--- src/verilog/lag_params.svh ---
// constants for the load address generation block
// assumes inclusion by lag_pkg and the design modules of this block
// What this block does
// - immediate mode: base plus sign-extended displacement
// - immediate mode: base zero adds zero
// - indexed mode: base plus index register
// - indexed base zero: index, string forms zero
// - indirect mode: base directly, zero gives zero
// - load element at address into destination
// - update load writes address into base
// - update with base zero, or update load with base equal dest, invalid
// - big-endian byte ordering into registers
// - issue and translate in program order
// - byte zero load clears upper bits
// - algebraic half load sign-fills upper bits
`ifndef LAG_PARAMS_SVH
`define LAG_PARAMS_SVH
`define LAG_ADDR_W 32
`define LAG_DISP_W 16
`define LAG_SEL_W 5
`define LAG_DATA_W 64
`define LAG_OFF_W 3
`define LAG_BYTE_W 8
`define LAG_HALF_W 16
`define LAG_WORD_W 32
`define LAG_ZERO_SEL 5'h00
`define LAG_ADDR_RST 32'h0000_0000
`define LAG_DATA_RST 64'h0000_0000_0000_0000
`define LAG_LANES 4'h8
`endif

--- src/verilog/lag_pkg.sv ---
// types shared by the load address generation block
// assumes lag_params.svh is on the include path
`include "lag_params.svh"
package lag_pkg;
   typedef enum logic [1:0] {
      LAG_MODE_IMM = 2'h0,
      LAG_MODE_IDX = 2'h1,
      LAG_MODE_IND = 2'h2
   } lag_mode_t;
   typedef enum logic [1:0] {
      LAG_SZ_BYTE = 2'h0,
      LAG_SZ_HALF = 2'h1,
      LAG_SZ_WORD = 2'h2,
      LAG_SZ_DWORD = 2'h3
   } lag_size_t;
   typedef enum logic [2:0] {
      LAG_ST_IDLE = 3'h1,
      LAG_ST_ISSUE = 3'h2,
      LAG_ST_WAIT = 3'h4
   } lag_state_t;
endpackage : lag_pkg

--- src/verilog/lag_load_align.sv ---
// load data steering: picks the element out of a big-endian doubleword beat
// assumes the element does not cross the doubleword; misalignment is caught upstream
`timescale 1ns/10ps
`default_nettype none
`include "lag_params.svh"
module lag_load_align (
   input wire logic [`LAG_DATA_W-1:0] rdata_in,
   input wire logic [`LAG_OFF_W-1:0] off_in,
   input wire lag_pkg::lag_size_t size_in,
   input wire logic sign_in,
   output logic [`LAG_DATA_W-1:0] data_out
);
   import lag_pkg::*;

   function automatic logic [`LAG_DATA_W-1:0] lag_steer(
      input logic [`LAG_DATA_W-1:0] rd,
      input logic [`LAG_OFF_W-1:0] off,
      input lag_size_t sz,
      input logic sgn
   );
      logic [3:0] nbytes;
      logic [3:0] rest;
      logic [5:0] shamt;
      logic [`LAG_DATA_W-1:0] s;
      nbytes = 4'h1;
      case (sz)
         LAG_SZ_BYTE: nbytes = 4'h1;
         LAG_SZ_HALF: nbytes = 4'h2;
         LAG_SZ_WORD: nbytes = 4'h4;
         default: nbytes = `LAG_LANES;
      endcase
      // byte 0 of the beat sits in the top lane, so shift the element down
      rest = `LAG_LANES - nbytes - {1'b0, off};
      shamt = {rest[2:0], 3'h0};
      s = rd >> shamt;
      case (sz)
         LAG_SZ_BYTE: lag_steer = {{(`LAG_DATA_W-`LAG_BYTE_W){1'b0}},
                                   s[`LAG_BYTE_W-1:0]};
         LAG_SZ_HALF: lag_steer = {{(`LAG_DATA_W-`LAG_HALF_W){sgn & s[`LAG_HALF_W-1]}},
                                   s[`LAG_HALF_W-1:0]};
         LAG_SZ_WORD: lag_steer = {{(`LAG_DATA_W-`LAG_WORD_W){1'b0}},
                                   s[`LAG_WORD_W-1:0]};
         default: lag_steer = s;
      endcase
   endfunction : lag_steer

   always_comb begin
      data_out = lag_steer(rdata_in, off_in, size_in, sign_in);
   end
endmodule : lag_load_align
`default_nettype wire

--- src/verilog/lag_top.sv ---
// load address generation: effective address, memory request and load write-back
// assumes decoder and register file on mclk_in; one access in flight at a time
`timescale 1ns/10ps
`default_nettype none
`include "lag_params.svh"
module lag_top (
   input wire logic mclk_in,
   input wire logic rst_n_in,
   input wire logic ce_in,
   input wire logic req_valid_in,
   output logic req_ready_out,
   input wire lag_pkg::lag_mode_t mode_in,
   input wire lag_pkg::lag_size_t size_in,
   input wire logic sign_in,
   input wire logic update_in,
   input wire logic store_in,
   input wire logic string_in,
   input wire logic [`LAG_SEL_W-1:0] base_gpr_sel_in,
   input wire logic [`LAG_SEL_W-1:0] index_gpr_sel_in,
   input wire logic [`LAG_SEL_W-1:0] dest_sel_in,
   input wire logic [`LAG_DISP_W-1:0] disp_in,
   input wire logic [`LAG_ADDR_W-1:0] base_gpr_in,
   input wire logic [`LAG_ADDR_W-1:0] index_gpr_in,
   input wire logic [`LAG_DATA_W-1:0] store_data_in,
   output logic mem_req_valid_out,
   input wire logic mem_req_ready_in,
   output logic [`LAG_ADDR_W-1:0] mem_addr_out,
   output lag_pkg::lag_size_t mem_size_out,
   output logic mem_we_out,
   output logic [`LAG_DATA_W-1:0] mem_wdata_out,
   input wire logic mem_rvalid_in,
   input wire logic [`LAG_DATA_W-1:0] mem_rdata_in,
   output logic wb_valid_out,
   output logic [`LAG_SEL_W-1:0] wb_dest_out,
   output logic [`LAG_DATA_W-1:0] wb_data_out,
   output logic upd_valid_out,
   output logic [`LAG_SEL_W-1:0] upd_dest_out,
   output logic [`LAG_ADDR_W-1:0] upd_data_out,
   output logic invalid_out
);
   import lag_pkg::*;

   logic rst_meta_q;
   logic rst_sync_n_q;
   lag_state_t state_q;
   logic accept;
   logic bad_form;
   logic [`LAG_ADDR_W-1:0] ea;
   logic [`LAG_ADDR_W-1:0] ea_q;
   lag_size_t size_q;
   logic sign_q;
   logic we_q;
   logic upd_q;
   logic [`LAG_SEL_W-1:0] base_sel_q;
   logic [`LAG_SEL_W-1:0] dest_q;
   logic [`LAG_DATA_W-1:0] wdata_q;
   logic [`LAG_DATA_W-1:0] load_data;

   // reset release passes two flops; assertion stays asynchronous
   always_ff @(posedge mclk_in or negedge rst_n_in) begin
      if (!rst_n_in) begin
         rst_meta_q <= 1'b0;
         rst_sync_n_q <= 1'b0;
      end else begin
         rst_meta_q <= 1'b1;
         rst_sync_n_q <= rst_meta_q;
      end
   end

   function automatic logic [`LAG_ADDR_W-1:0] lag_sext(input logic [`LAG_DISP_W-1:0] d);
      lag_sext = {{(`LAG_ADDR_W-`LAG_DISP_W){d[`LAG_DISP_W-1]}}, d};
   endfunction : lag_sext

   // base operand, zero when the base field names gpr_zero
   function automatic logic [`LAG_ADDR_W-1:0] lag_base_or_zero(
      input logic [`LAG_SEL_W-1:0] sel,
      input logic [`LAG_ADDR_W-1:0] val
   );
      lag_base_or_zero = (sel == `LAG_ZERO_SEL) ? `LAG_ADDR_RST : val;
   endfunction : lag_base_or_zero

   // carry out of the top bit is dropped by the sized result
   function automatic logic [`LAG_ADDR_W-1:0] lag_add(
      input logic [`LAG_ADDR_W-1:0] a,
      input logic [`LAG_ADDR_W-1:0] b
   );
      lag_add = a + b;
   endfunction : lag_add

   always_comb begin
      case (mode_in)
         LAG_MODE_IMM: ea = lag_add(lag_base_or_zero(base_gpr_sel_in, base_gpr_in),
                                    lag_sext(disp_in));
         LAG_MODE_IDX: begin
            if (string_in && base_gpr_sel_in == `LAG_ZERO_SEL) begin
               ea = `LAG_ADDR_RST;
            end else begin
               ea = lag_add(lag_base_or_zero(base_gpr_sel_in, base_gpr_in),
                            index_gpr_in);
            end
         end
         default: ea = lag_base_or_zero(base_gpr_sel_in, base_gpr_in);
      endcase
   end

   // update forms need a real base; loads must not also target it
   always_comb begin
      bad_form = update_in && (base_gpr_sel_in == `LAG_ZERO_SEL ||
                 (!store_in && base_gpr_sel_in == dest_sel_in));
   end

   // only one access in flight keeps issue and translation in order
   assign req_ready_out = (state_q == LAG_ST_IDLE);
   assign accept = ce_in && req_valid_in && req_ready_out;
   assign mem_req_valid_out = (state_q == LAG_ST_ISSUE);

   always_ff @(posedge mclk_in or negedge rst_sync_n_q) begin
      if (!rst_sync_n_q) begin
         state_q <= LAG_ST_IDLE;
      end else if (ce_in) begin
         case (state_q)
            LAG_ST_IDLE: begin
               if (accept && !bad_form) begin
                  state_q <= LAG_ST_ISSUE;
               end
            end
            LAG_ST_ISSUE: begin
               if (mem_req_ready_in) begin
                  state_q <= we_q ? LAG_ST_IDLE : LAG_ST_WAIT;
               end
            end
            LAG_ST_WAIT: begin
               if (mem_rvalid_in) begin
                  state_q <= LAG_ST_IDLE;
               end
            end
            default: state_q <= LAG_ST_IDLE;
         endcase
      end
   end

   // request capture; held stable while the memory side stalls
   always_ff @(posedge mclk_in or negedge rst_sync_n_q) begin
      if (!rst_sync_n_q) begin
         ea_q <= `LAG_ADDR_RST;
         size_q <= LAG_SZ_BYTE;
         sign_q <= 1'b0;
         we_q <= 1'b0;
         upd_q <= 1'b0;
         base_sel_q <= `LAG_ZERO_SEL;
         dest_q <= `LAG_ZERO_SEL;
         wdata_q <= `LAG_DATA_RST;
      end else if (accept && !bad_form) begin
         ea_q <= ea;
         size_q <= size_in;
         sign_q <= sign_in;
         we_q <= store_in;
         upd_q <= update_in;
         base_sel_q <= base_gpr_sel_in;
         dest_q <= dest_sel_in;
         wdata_q <= store_data_in;
      end
   end

   assign mem_addr_out = ea_q;
   assign mem_size_out = size_q;
   assign mem_we_out = we_q;
   assign mem_wdata_out = wdata_q;

   lag_load_align u_align (
      .rdata_in(mem_rdata_in),
      .off_in(ea_q[`LAG_OFF_W-1:0]),
      .size_in(size_q),
      .sign_in(sign_q),
      .data_out(load_data)
   );

   // load result write-back
   always_ff @(posedge mclk_in or negedge rst_sync_n_q) begin
      if (!rst_sync_n_q) begin
         wb_valid_out <= 1'b0;
         wb_dest_out <= `LAG_ZERO_SEL;
         wb_data_out <= `LAG_DATA_RST;
      end else if (ce_in) begin
         wb_valid_out <= (state_q == LAG_ST_WAIT) && mem_rvalid_in;
         if ((state_q == LAG_ST_WAIT) && mem_rvalid_in) begin
            wb_dest_out <= dest_q;
            wb_data_out <= load_data;
         end
      end
   end

   // address write-back to the base register for update forms
   always_ff @(posedge mclk_in or negedge rst_sync_n_q) begin
      if (!rst_sync_n_q) begin
         upd_valid_out <= 1'b0;
         upd_dest_out <= `LAG_ZERO_SEL;
         upd_data_out <= `LAG_ADDR_RST;
      end else if (ce_in) begin
         upd_valid_out <= upd_q && (((state_q == LAG_ST_WAIT) && mem_rvalid_in) ||
                          ((state_q == LAG_ST_ISSUE) && mem_req_ready_in && we_q));
         upd_dest_out <= base_sel_q;
         upd_data_out <= ea_q;
      end
   end

   // invalid forms are flagged and never reach memory
   always_ff @(posedge mclk_in or negedge rst_sync_n_q) begin
      if (!rst_sync_n_q) begin
         invalid_out <= 1'b0;
      end else if (ce_in) begin
         invalid_out <= accept && bad_form;
      end
   end

   property p_imm_ea;
      @(posedge mclk_in) disable iff (!rst_sync_n_q)
      accept && !bad_form && mode_in == LAG_MODE_IMM && base_gpr_sel_in != `LAG_ZERO_SEL
      |=> mem_addr_out == $past(base_gpr_in) + {{16{$past(disp_in[15])}}, $past(disp_in)};
   endproperty
   a_imm_ea: assert property (p_imm_ea) else $error("immediate address wrong");

   property p_imm_zero;
      @(posedge mclk_in) disable iff (!rst_sync_n_q)
      accept && !bad_form && mode_in == LAG_MODE_IMM && base_gpr_sel_in == `LAG_ZERO_SEL
      |=> mem_addr_out == {{16{$past(disp_in[15])}}, $past(disp_in)};
   endproperty
   a_imm_zero: assert property (p_imm_zero) else $error("zero base not used");

   property p_idx_ea;
      @(posedge mclk_in) disable iff (!rst_sync_n_q)
      accept && !bad_form && mode_in == LAG_MODE_IDX && base_gpr_sel_in != `LAG_ZERO_SEL
      |=> mem_addr_out == $past(base_gpr_in) + $past(index_gpr_in);
   endproperty
   a_idx_ea: assert property (p_idx_ea) else $error("indexed address wrong");

   property p_idx_zero;
      @(posedge mclk_in) disable iff (!rst_sync_n_q)
      accept && !bad_form && mode_in == LAG_MODE_IDX && base_gpr_sel_in == `LAG_ZERO_SEL
      |=> mem_addr_out == ($past(string_in) ? 32'h0 : $past(index_gpr_in));
   endproperty
   a_idx_zero: assert property (p_idx_zero) else $error("indexed zero base wrong");

   property p_ind_ea;
      @(posedge mclk_in) disable iff (!rst_sync_n_q)
      accept && !bad_form && mode_in == LAG_MODE_IND
      |=> mem_addr_out == ($past(base_gpr_sel_in) == 5'h0 ? 32'h0 : $past(base_gpr_in));
   endproperty
   a_ind_ea: assert property (p_ind_ea) else $error("indirect address wrong");

   property p_wb;
      @(posedge mclk_in) disable iff (!rst_sync_n_q)
      ce_in && state_q == LAG_ST_WAIT && mem_rvalid_in |=> wb_valid_out && wb_dest_out == dest_q;
   endproperty
   a_wb: assert property (p_wb) else $error("load data not written back");

   property p_upd;
      @(posedge mclk_in) disable iff (!rst_sync_n_q)
      upd_valid_out |-> upd_data_out == mem_addr_out && upd_dest_out != 5'h0;
   endproperty
   a_upd: assert property (p_upd) else $error("update address wrong");

   property p_invalid;
      @(posedge mclk_in) disable iff (!rst_sync_n_q)
      accept && bad_form |=> invalid_out && !mem_req_valid_out && req_ready_out;
   endproperty
   a_invalid: assert property (p_invalid) else $error("invalid form issued");

   property p_order;
      @(posedge mclk_in) disable iff (!rst_sync_n_q)
      mem_req_valid_out && !mem_req_ready_in |=> mem_req_valid_out && $stable(mem_addr_out)
      && !req_ready_out;
   endproperty
   a_order: assert property (p_order) else $error("request changed while stalled");

   property p_byte_zero;
      @(posedge mclk_in) disable iff (!rst_sync_n_q)
      $rose(wb_valid_out) && size_q == LAG_SZ_BYTE |-> wb_data_out[63:8] == 56'h0;
   endproperty
   a_byte_zero: assert property (p_byte_zero) else $error("byte load not cleared");

   property p_half_sign;
      @(posedge mclk_in) disable iff (!rst_sync_n_q)
      $rose(wb_valid_out) && size_q == LAG_SZ_HALF && sign_q
      |-> wb_data_out[63:16] == {48{wb_data_out[15]}};
   endproperty
   a_half_sign: assert property (p_half_sign) else $error("half load not sign filled");

   property p_wrap;
      @(posedge mclk_in) disable iff (!rst_sync_n_q)
      accept && !bad_form && mode_in == LAG_MODE_IDX && base_gpr_sel_in != 5'h0
      && base_gpr_in == 32'hffff_ffff && index_gpr_in == 32'h2 |=> mem_addr_out == 32'h1;
   endproperty
   a_wrap: assert property (p_wrap) else $error("address did not wrap");

   c_load: cover property (@(posedge mclk_in) disable iff (!rst_sync_n_q) wb_valid_out);
   c_upd_load: cover property (@(posedge mclk_in) disable iff (!rst_sync_n_q)
      wb_valid_out && upd_valid_out);
   c_store: cover property (@(posedge mclk_in) disable iff (!rst_sync_n_q)
      mem_req_valid_out && mem_req_ready_in && mem_we_out);
   c_invalid: cover property (@(posedge mclk_in) disable iff (!rst_sync_n_q) invalid_out);
endmodule : lag_top
`default_nettype wire

--- config.mk ---
export PLATFORM = sky130hd
export DESIGN_NAME = lag_top
export DESIGN_NICKNAME = d
export VERILOG_FILES = /design/src/verilog/lag_pkg.sv /design/src/verilog/lag_load_align.sv /design/src/verilog/lag_top.sv
export VERILOG_INCLUDE_DIRS = /design/src /design/src/verilog
export SDC_FILE = /design/constraint.sdc
export NUM_CORES = 1
export LEC_CHECK = 0
export ABC_AREA = 1
export BUFFER_PORTS_ARGS = -buffer_cell sky130_fd_sc_hd__buf_4
export CELL_PAD_IN_SITES_DETAIL_PLACEMENT = 0
export CELL_PAD_IN_SITES_GLOBAL_PLACEMENT = 1
export CORE_MARGIN = 10
export CORE_UTILIZATION = 35
export DETAILED_ROUTE_END_ITERATION = 12
export PLACE_DENSITY_LB_ADDON = 0.2
export SLEW_MARGIN = 10
export SYNTH_ARGS = -nofsm -noshare
export SYNTH_HDL_FRONTEND = slang
export SYNTH_SLANG_ARGS = --single-unit
--- constraint.sdc ---
create_clock -name mclk_in -period 17 [get_ports mclk_in]
set_input_delay 1.7 -clock mclk_in [delete_from_list [all_inputs] [get_ports mclk_in]]
set_output_delay 1.7 -clock mclk_in [all_outputs]
set_load 0.005 [all_outputs]
# [Yosys cells after proc, flatten, opt, wreduce, memory -nomap -nowiden]
# Index checks and enable logic that the tools add are counted.
[totals] elab_cells=64 memories=0 out_inout_bits=210 ram_bits=0 rom_bits=0 in_bits=237 register_bits=225 latch_bits=0
[classes] n_mul=0 add_sub_neg=4 n_bitwise=1 magnitude_cmp=0 n_div=0 n_shift=1 reduce_logical=20 eq_ne=10 muxes=10
[ops] cell="$pmux W64 S3" n=1
[ops] cell="$add A32 B32 Y32" n=2
[ops] cell="$mux W32" n=2
[ops] cell="$pmux W32 S2" n=1
[ops] cell="$shr A64 B6 Y64" n=1
[ops] cell="$pmux W3 S3" n=2
[ops] cell="$mux W3" n=4
[ops] cell="$logic_and A1 B1 Y1" n=11
[ops] cell="$eq A5 B5 Y1" n=1
[ops] cell="$logic_not A5 Y1" n=1
[ops] cell="$eq A2 B1 Y1 const B" n=2
[ops] cell="$logic_not A2 Y1" n=2
[ops] cell="$ne A2 B1 Y1 const B" n=2
[ops] cell="$reduce_and A4 Y1" n=1
[ops] cell="$eq A3 B1 Y1 const B" n=1
[ops] cell="$eq A3 B2 Y1 const B" n=1
[ops] cell="$eq A3 B3 Y1 const B" n=1
[ops] cell="$sub A1 B3 Y3 const A" n=1
[ops] cell="$sub A3 B3 Y3" n=1
[ops] cell="$eq A2 B2 Y1 const B" n=1
[ops] cell="$logic_not A1 Y1" n=2
[ops] cell="$logic_or A1 B1 Y1" n=2
[ops] cell="$ne A2 B2 Y1 const B" n=1
[ops] cell="$reduce_and A2 Y1" n=1
[ops] cell="$and A1 B1 Y1" n=1

# [Depth between registers and ports, before layout]
# Gate-level depths: netlist of the first run.
[depth] word_depth=8 mapped_depth=24

# [Modules after synthesis]
# From an unflattened synthesis of the first run, not the netlist that was laid out.
[hier_totals] cells_unflattened=2568 hier_area_um2=16564.6
[by_module_without_submodules] mod="lag_top" cells_per_inst=2043 n_inst=1 area_each_um2=14146.1 seq_area_each_um2=5631.7
[by_module_without_submodules] mod="lag_load_align" cells_per_inst=525 n_inst=1 area_each_um2=2418.6 seq_area_each_um2=0.0

# [Worst setup path after synthesis of the first run]
# OpenSTA, ideal clock, no wires.
[synth_path] path_type="input-to-reg" startpoint="input base_gpr_sel_in[2]" endpoint="register ea_q[31] (netlist: mem_addr_out[31])" slack_ns=12.929 setup_ns=0.113 required_time_ns=16.887 n_path_buf=4 path_stages=20 arrival_ns=3.959 path_cell_list="nor2_2 > nand3_4 > buf_6 > buf_6 > clkbuf_1 > buf_1 > nand2_1 > inv_1 > ha_1 > inv_1 > nor3_1 > inv_1 > nor3_1 > nand2_1 > nand2_1 > nand2_1 > nand3_1 > nand3_1 > nand2_1 > inv_1"
[synth_via] elab_chain_len=6 elab_cells_between_ends=13 cone_classes="add/sub: 2; eq/ne: 1; mux: 3; reduce/logical: 7"
[synth_rtl] element="start: declaration" line_no="lag_top.sv:18" rtl="input wire logic [`LAG_SEL_W-1:0] base_gpr_sel_in,"
[synth_rtl] element="branches (longest 6 deep; another with $add A32 B32 Y32)"
[synth_rtl] element="end signal: assignment" line_no="lag_top.sv:145" rtl="ea_q <= `LAG_ADDR_RST;"
[synth_rtl] element="end: declaration" line_no="lag_top.sv:49" rtl="logic [`LAG_ADDR_W-1:0] ea_q;"
# Parallel ways; which one is timed is not known.
# A chain may end at the register's enable or synchronous reset.

# [Worst setup path in the final report of the first run]
[layout_path] startpoint="register size_q[1] (netlist: mem_size_out[1])" endpoint="register wb_data_out[17]"
[layout_via] elab_chain_len=7 elab_cells_between_ends=9 cone_classes="add/sub: 2; eq/ne: 2; shift: 1; mux: 2; bitwise: 1; reduce/logical: 1"
[layout_rtl] element="start: declaration" line_no="lag_top.sv:50" rtl="lag_size_t size_q;"
[layout_rtl] element="start signal: assignment" line_no="lag_top.sv:155" rtl="size_q <= size_in;"
[layout_rtl] element="$eq A2 B2 Y1 (tied with other cells)" line_no="lag_load_align.sv:26, lag_load_align.sv:36"
[layout_rtl] element="$pmux W3 S3" line_no="lag_load_align.sv:26" rtl="case (sz)"
[layout_rtl] element="$sub A1 B3 Y3 (no line)"
[layout_rtl] element="$sub A3 B3 Y3 (no line)"
[layout_rtl] element="$shr A64 B6 Y64" line_no="lag_load_align.sv:35" rtl="s = rd >> shamt;"
[layout_rtl] element="$and A1 B1 Y1" line_no="lag_load_align.sv:39" rtl="LAG_SZ_HALF: lag_steer = {{(`LAG_DATA_W-`LAG_HALF_W){sgn & s[`LAG_HALF_W-1]}},"
[layout_rtl] element="$pmux W64 S3 *" line_no="lag_load_align.sv:36" rtl="case (sz)"
[layout_rtl] element="end signal: assignment" line_no="lag_top.sv:183" rtl="wb_data_out <= `LAG_DATA_RST;"
[layout_rtl] element="end signal: assignment" line_no="lag_top.sv:188" rtl="wb_data_out <= load_data;"
[layout_rtl] element="end: declaration" line_no="lag_top.sv:35" rtl="output logic [`LAG_DATA_W-1:0] wb_data_out,"
# Every way passes the cells marked *; elsewhere a longest branch is shown, timed or not.

==> impl_metrics.toml, run 1 <==
[yosys]
syn_area_um2 = 15790
yosys_warnings = 0
syn_inst = 2494
synth_area_per_cell_um2 = 6.329
ys_seq_area_frac = 0.3568
ys_types = 49
syn-num-nets = 2752
ys_seq_elements = 225

[cts]
cts-resized-gates = 0
htree_levels = 1
cts_made_buffers = 26
cts_max_path_buffers = 3
cts-root-buf = "clkbuf_16"
cts.sinks = 225
clk_pin_slew_ps = 60
hold_buffers = 0
cts_tree = "yes"
clock_latency_ps = 550
post-cts-setup-buffers = 0

[die]
dieArea_um2 = 54000
die_x_um = 232.4
start_util = 0.3554
fp-row-count = 77
die_h_um = 232.4
core-area_um2 = 44410
ioPinCount = 447

[routing]
detail-route-antenna-nets = 0
wl_met3_um = 5169
drt_iter0_markers = 1441
dr.max_layer_used = "met5"
viasPerCell = 4.981
wl_per_cell_um = 19.26
wl_met2_um = 30650
wl_met1_um = 30180
drc = 0
detail_route.first_pass.iterations = 9
num_vias = 17390
wirelength_um = 67230

[timing]
slew_viol_final = 0
maxSlewHeadroom = 0.3352
finalCriticalPeriod_ps = 5399
setup-violations-final = 0
fin_skew_ps = 11.29
fin_crit_sh = 0.3176
hold_violations = 0
clock.fmax_mhz = 185.2
fin_setup_tns_ps = 0
rsz0062_at_grt = "false"
worstMarginPinSlew_ps = 995.8

[cells_and_area]
area_growth_pct = 29.30
finalInstanceArea_um2 = 20410
final_layout_size_suffix_gt1_frac = 0.2001
fillCellCount = 4722
final_common_cell = "nand2_1"
fin_nets = 3138
antenna_cells = 0
regArea_um2 = 5635
multi_input_area_um2 = 8597
final_cell_mix = "nand2_1, buf_4, inv_1"

[global_routing]
grt_pass1_wl_um = 102400
antenna_found_initial = 1
grt_max_degree = 72
overflow = 0
grt_util_all_layers = 0.2399
grt_pass1_vias = 17100

[power]
ir_drop_uv = 205.6
p_per_area_nw_per_um2 = 161.4
leakage_nw = 11.39

[hold_path]
min_path_type = "reg2async"

[critical_path]
critPathLaunchType = "flop"
required_ps = 17430
critPathKind = "reg2reg"
critical_path_arrival_ps = 5830
reg2reg_slack_ps = 11600
path_max_fanout = 67
end_kind = "flop"

[flow_run]
drv_cap = 0

[place]
port-buffer-count = 441
placed_cell_area_um2 = 19550
hpwl_um = 53480
finalWeightedCongestion = 0.9152

[run_status]
outcome = "finished, final reports clean"
[registers in the layout, summed over array words and instances (netlist names)]
register / cells
rst_meta_q: 1
invalid_out: 1
mem_we_out: 1
wb_dest_out: 5
upd_valid_out: 1
rst_sync_n_q: 1
sign_q: 1
mem_wdata_out: 64
mem_size_out: 2
mem_addr_out: 32
state_q: 3
wb_data_out: 64
base_sel_q: 5
upd_q: 1
dest_q: 5
upd_data_out: 32
upd_dest_out: 5
wb_valid_out: 1
[worst max-delay path, stage by stage, from the launching register on]
cell      delay (ps)
dfrtp_1          900
nor2_1           300
ha_1             360
inv_1             40
ha_2             300
buf_4            530
inv_2            510
nand2_1          170
o21ai_0          130
o21ai_0          480
nand3b_1         180
nand2_1           70
inv_1            520
buf_4            430
o21ai_0          160
o21ai_0          100
inv_1             60
[cell families after synthesis]
| kind of cell | Yosys count | synth area share |
|---|---|---|
| xor+xnor | 9 | 0.004994 |
| compound gates | 360 | 0.1336 |
| buf+inv | 405 | 0.1005 |
| other cells | 1 | 0.0002376 |
| simple gates | 1468 | 0.3840 |
| fa+ha+maj | 21 | 0.01665 |
| mux | 5 | 0.003171 |
| flops | 225 | 0.3568 |
[cell usage after synthesis (all sizes together)]
cell,count,area share
dfstp,1,0.0017
clkinv,5,0.0012
nand2,1071,0.26
dfrtp,224,0.36
a31oi,13,0.0052
a211oi,10,0.0048
ha,21,0.017
o21bai,9,0.0043
o21ai,170,0.054
xnor2,3,0.0017
o32ai,1,0.00055
nor2,165,0.042
nand3b,5,0.0024
o31ai,9,0.0043
or2,7,0.0028
o22ai,5,0.0020
inv,303,0.072
a41oi,1,0.00055
o21a,4,0.0019
a21oi,80,0.026
a21o,2,0.00095
nand4,10,0.0040
o211ai,18,0.0086
buf,25,0.010
nor3,20,0.0070
a2bb2oi,32,0.018
and3,1,0.00040
a21boi,2,0.00095
mux2i,5,0.0032
clkbuf,72,0.017
xor2,6,0.0033
conb,1,0.00024
and2,3,0.0012
o2111ai,4,0.0022
nand3,186,0.066
[power breakdown]
group | total [mW] | internal (mW) | switching (mW)
registers | 0.928 | 0.765 | 0.163
logic | 1.80 | 0.678 | 1.12
clock network | 0.568 | 0.336 | 0.232
total | 3.29 | 1.78 | 1.51
[layer usage]
layer,GRT usage,vias to the layer above
met5,0,-
met4,0.04390,2
met3,0.05573,60
met2,0.3884,555
met1,0.3223,8106
li1,-,8664
[final timing paths]
| kind | from | end | cells past startpoint |
|---|---|---|---|
| max reg2reg | mem_size_out[1]$_DFFE_PN0P_ | wb_data_out[17]$_DFFE_PN0P_ | 16 |
| max | mem_size_out[1]$_DFFE_PN0P_ | wb_data_out[17]$_DFFE_PN0P_ | 16 |
| min in group mclk_in | rst_meta_q$_DFF_PN0_ | rst_sync_n_q$_DFF_PN0_ | 0 |
| min reg2reg | rst_sync_n_q$_DFF_PN0_ | mem_wdata_out[33]$_DFFE_PN0P_ | 0 |
| max in group asynchronous | rst_sync_n_q$_DFF_PN0_ | mem_size_out[0]$_DFFE_PN0P_ | 2 |
| min | rst_sync_n_q$_DFF_PN0_ | mem_wdata_out[33]$_DFFE_PN0P_ | 0 |
[metrics by stage]
| step | power [mW] | instances | utilization | setup slack, ps | hold WS (ps) |
|---|---|---|---|---|---|
| 4_1_cts | 3.304 | 3491 | 0.4596 | 11720 | 300.4 |
| 3_3_place_gp | 2.704 | 3444 | 0.4401 | 11660 | 294.0 |
| 3_5_place_dp | 2.721 | 3444 | 0.4401 | 11600 | 291.3 |
| 6_report | 3.294 | 3491 | 0.4596 | 11600 | 277.0 |
| 2_1_floorplan | 1.915 | 2494 | - | 10270 | 331.2 |
| 5_1_grt | 3.577 | 3491 | 0.4596 | 11260 | 321.2 |
[cell type report]
type,instances,share of cell area
Clock inverter,8,0.005578
Timing Repair Buffer,455,0.1674
Inverter,308,0.05676
Clock buffer,39,0.03672
Sequential cell,225,0.2761
Multi-Input combinational cell,1864,0.4212
Tap cell,592,0.03629
Note: power is estimated with default switching activity, not from simulation.
==> inputs of run 2 (changes only) <==
- CORE_UTILIZATION: 35 -> 33
- clock period: 17 -> 4.4 ns (I/O delays scaled with it)
==> run 2 against run 1 <==
  * Final area is 0.49% higher
  * Hold slack worse by 210 ps
  * Sequential share of layout area is 0.13 points lower
  * Die area is 5.5% higher
  * Routed wire length is 1.1% higher
  * Global-route usage is 1.1 points lower
  * Via count hardly changed
  * Maximum frequency is 56% higher
  * Critical path type unchanged
  * Critical endpoint is now wb_data_out[18]$_DFFE_PN0P_
  * Largest power group unchanged
==> impl_metrics.toml, run 2 (same netlist as run 1, synthesis figures left out) <==
[cells_and_area]
fillCellCount = 5131
final_layout_size_suffix_gt1_frac = 0.2020
area_growth_pct = 29.94
final_cell_mix = "nand2_1, buf_4, inv_1"
final_common_cell = "nand2_1"
regArea_um2 = 5635
multi_input_area_um2 = 8597
fin_nets = 3145
final_core_util = 0.4314

[timing]
setup-violations-final = 0
fin_skew_ps = 30.75
fin_crit_sh = 0.7843
slew_viol_final = 0
hold_violations = 0
worstMarginPinSlew_ps = 848.8
clock.fmax_mhz = 289.8
maxSlewHeadroom = 0.4335
fin_setup_tns_ps = 0
finalCriticalPeriod_ps = 3451
rsz0062_at_grt = "false"

[place]
hpwl_um = 54420
port-buffer-count = 441
finalWeightedCongestion = 0.9167

[routing]
num_vias = 17400
viasPerCell = 4.939
wl_per_cell_um = 19.30
detail-route-antenna-nets = 0
wirelength_um = 67970
detail_route.first_pass.iterations = 5
drt_iter0_markers = 1347
drc = 0

[critical_path]
critPathLaunchType = "flop"
path_max_fanout = 45
required_ps = 4860
end_kind = "flop"
critPathKind = "reg2reg"
critical_path_arrival_ps = 3910
reg2reg_slack_ps = 950

[global_routing]
grt_pass1_vias = 16800
overflow = 0
grt_pass1_wl_um = 102200
antenna_found_initial = 2
grt_util_all_layers = 0.2290
grt_max_degree = 133

[cts]
cts.sinks = 225
clk_pin_slew_ps = 60
htree_levels = 1
cts_tree = "yes"
cts_made_buffers = 26
clock_latency_ps = 570
cts-root-buf = "clkbuf_16"
cts_max_path_buffers = 3
cts-resized-gates = 0

[die]
start_util = 0.3320
die_x_um = 238.7
fp-row-count = 80
dieArea_um2 = 56980
die_h_um = 238.7
core-area_um2 = 47550
ioPinCount = 447

[flow_run]
drv_cap = 0

[power]
leakage_nw = 11.42
ir_drop_uv = 767.6
p_per_area_nw_per_um2 = 620.7

[run_status]
outcome = "finished, final reports clean"

[hold_path]
min_path_type = "in2reg"
[run 2: cell count changes in the layout (fill, tap and decap cells not counted)]
cell and delta:
diode_2 +1, bufinv_16 -2, clkinv_2 +3, clkinv_4 -1, buf_12 +4, clkinv_8 -1
buf_4 +2, clkinv_16 +1, clkinvlp_4 +1, clkbuf_1 -1, dlygate4sd3_1 +1
[run 2: stage by stage]
step / area [um2] / worst slack (ps) / total power [mW] / hold WS, ps / instances
final: 20510 / 949.0 / 12.73 / 67.64 / 3522
after global routing: 20510 / 631.8 / 13.82 / 57.35 / 3522
after CTS: 20510 / 948.3 / 12.83 / 41.85 / 3521
after detailed placement: 19670 / 939.3 / 10.66 / 225.3 / 3473
after global placement: 19670 / 974.5 / 10.61 / 224.3 / 3473
after floorplan: 15790 / 701.8 / 7.396 / 144.4 / 2494
[run 2: final timing paths]
path | from | endpoint | cells past startpoint
worst max register to register | mem_size_out[0]$_DFFE_PN0P_ | wb_data_out[18]$_DFFE_PN0P_ | 17
worst max-delay path | mem_size_out[0]$_DFFE_PN0P_ | wb_data_out[18]$_DFFE_PN0P_ | 17
min in group asynchronous | rst_n_in | rst_sync_n_q$_DFF_PN0_ | 2
worst min-delay path | store_data_in[31] | mem_wdata_out[31]$_DFFE_PN0P_ | 3
max in group asynchronous | rst_sync_n_q$_DFF_PN0_ | upd_data_out[14]$_DFFE_PN0P_ | 1
worst min register to register | rst_sync_n_q$_DFF_PN0_ | mem_wdata_out[35]$_DFFE_PN0P_ | 0
[run 2: what timing repair did]
item / in CTS / in global routing
setup buffers: 0 / 0
endpoints found under the hold margin: 2 / 0
hold buffers: 1 / 0
[run 2: worst max-delay path, cell delays in order (launching register included)]
cell,delay [ps]
dfrtp_1,380
inv_1,200
nor2_1,130
ha_1,290
inv_1,40
ha_2,160
xnor2_1,130
or2_2,270
nand2_1,390
o211ai_1,140
o21ai_0,210
nand3b_1,170
nand2_1,80
inv_1,170
buf_12,240
o21ai_0,170
o21ai_0,110
inv_1,60
[run 2: routing by layer]
| metal | up-vias | GRT usage | wire [um] |
|---|---|---|---|
| li1 | 8662 | - | - |
| met1 | 8124 | 0.3126 | 30650 |
| met2 | 550 | 0.3687 | 31220 |
| met3 | 57 | 0.04714 | 4916 |
| met4 | 2 | 0.04214 | 1158 |
| met5 | - | 0 | 20 |
[run 2: final cells by class]
class,count,share of cell area
Inverter,308,0.05649
Multi-Input combinational cell,1864,0.4191
Antenna cell,1,0.0001220
Tap cell,615,0.03752
Sequential cell,225,0.2748
Clock inverter,9,0.003965
Timing Repair Buffer,462,0.1717
Clock buffer,38,0.03636
[run 2: power breakdown]
part | switching (mW) | total, mW | internal, mW | leakage, nW
clock | 0.919 | 2.10 | 1.18 | 0.397
combinational | 4.37 | 7.05 | 2.68 | 8.23
sequential | 0.622 | 3.58 | 2.96 | 2.79
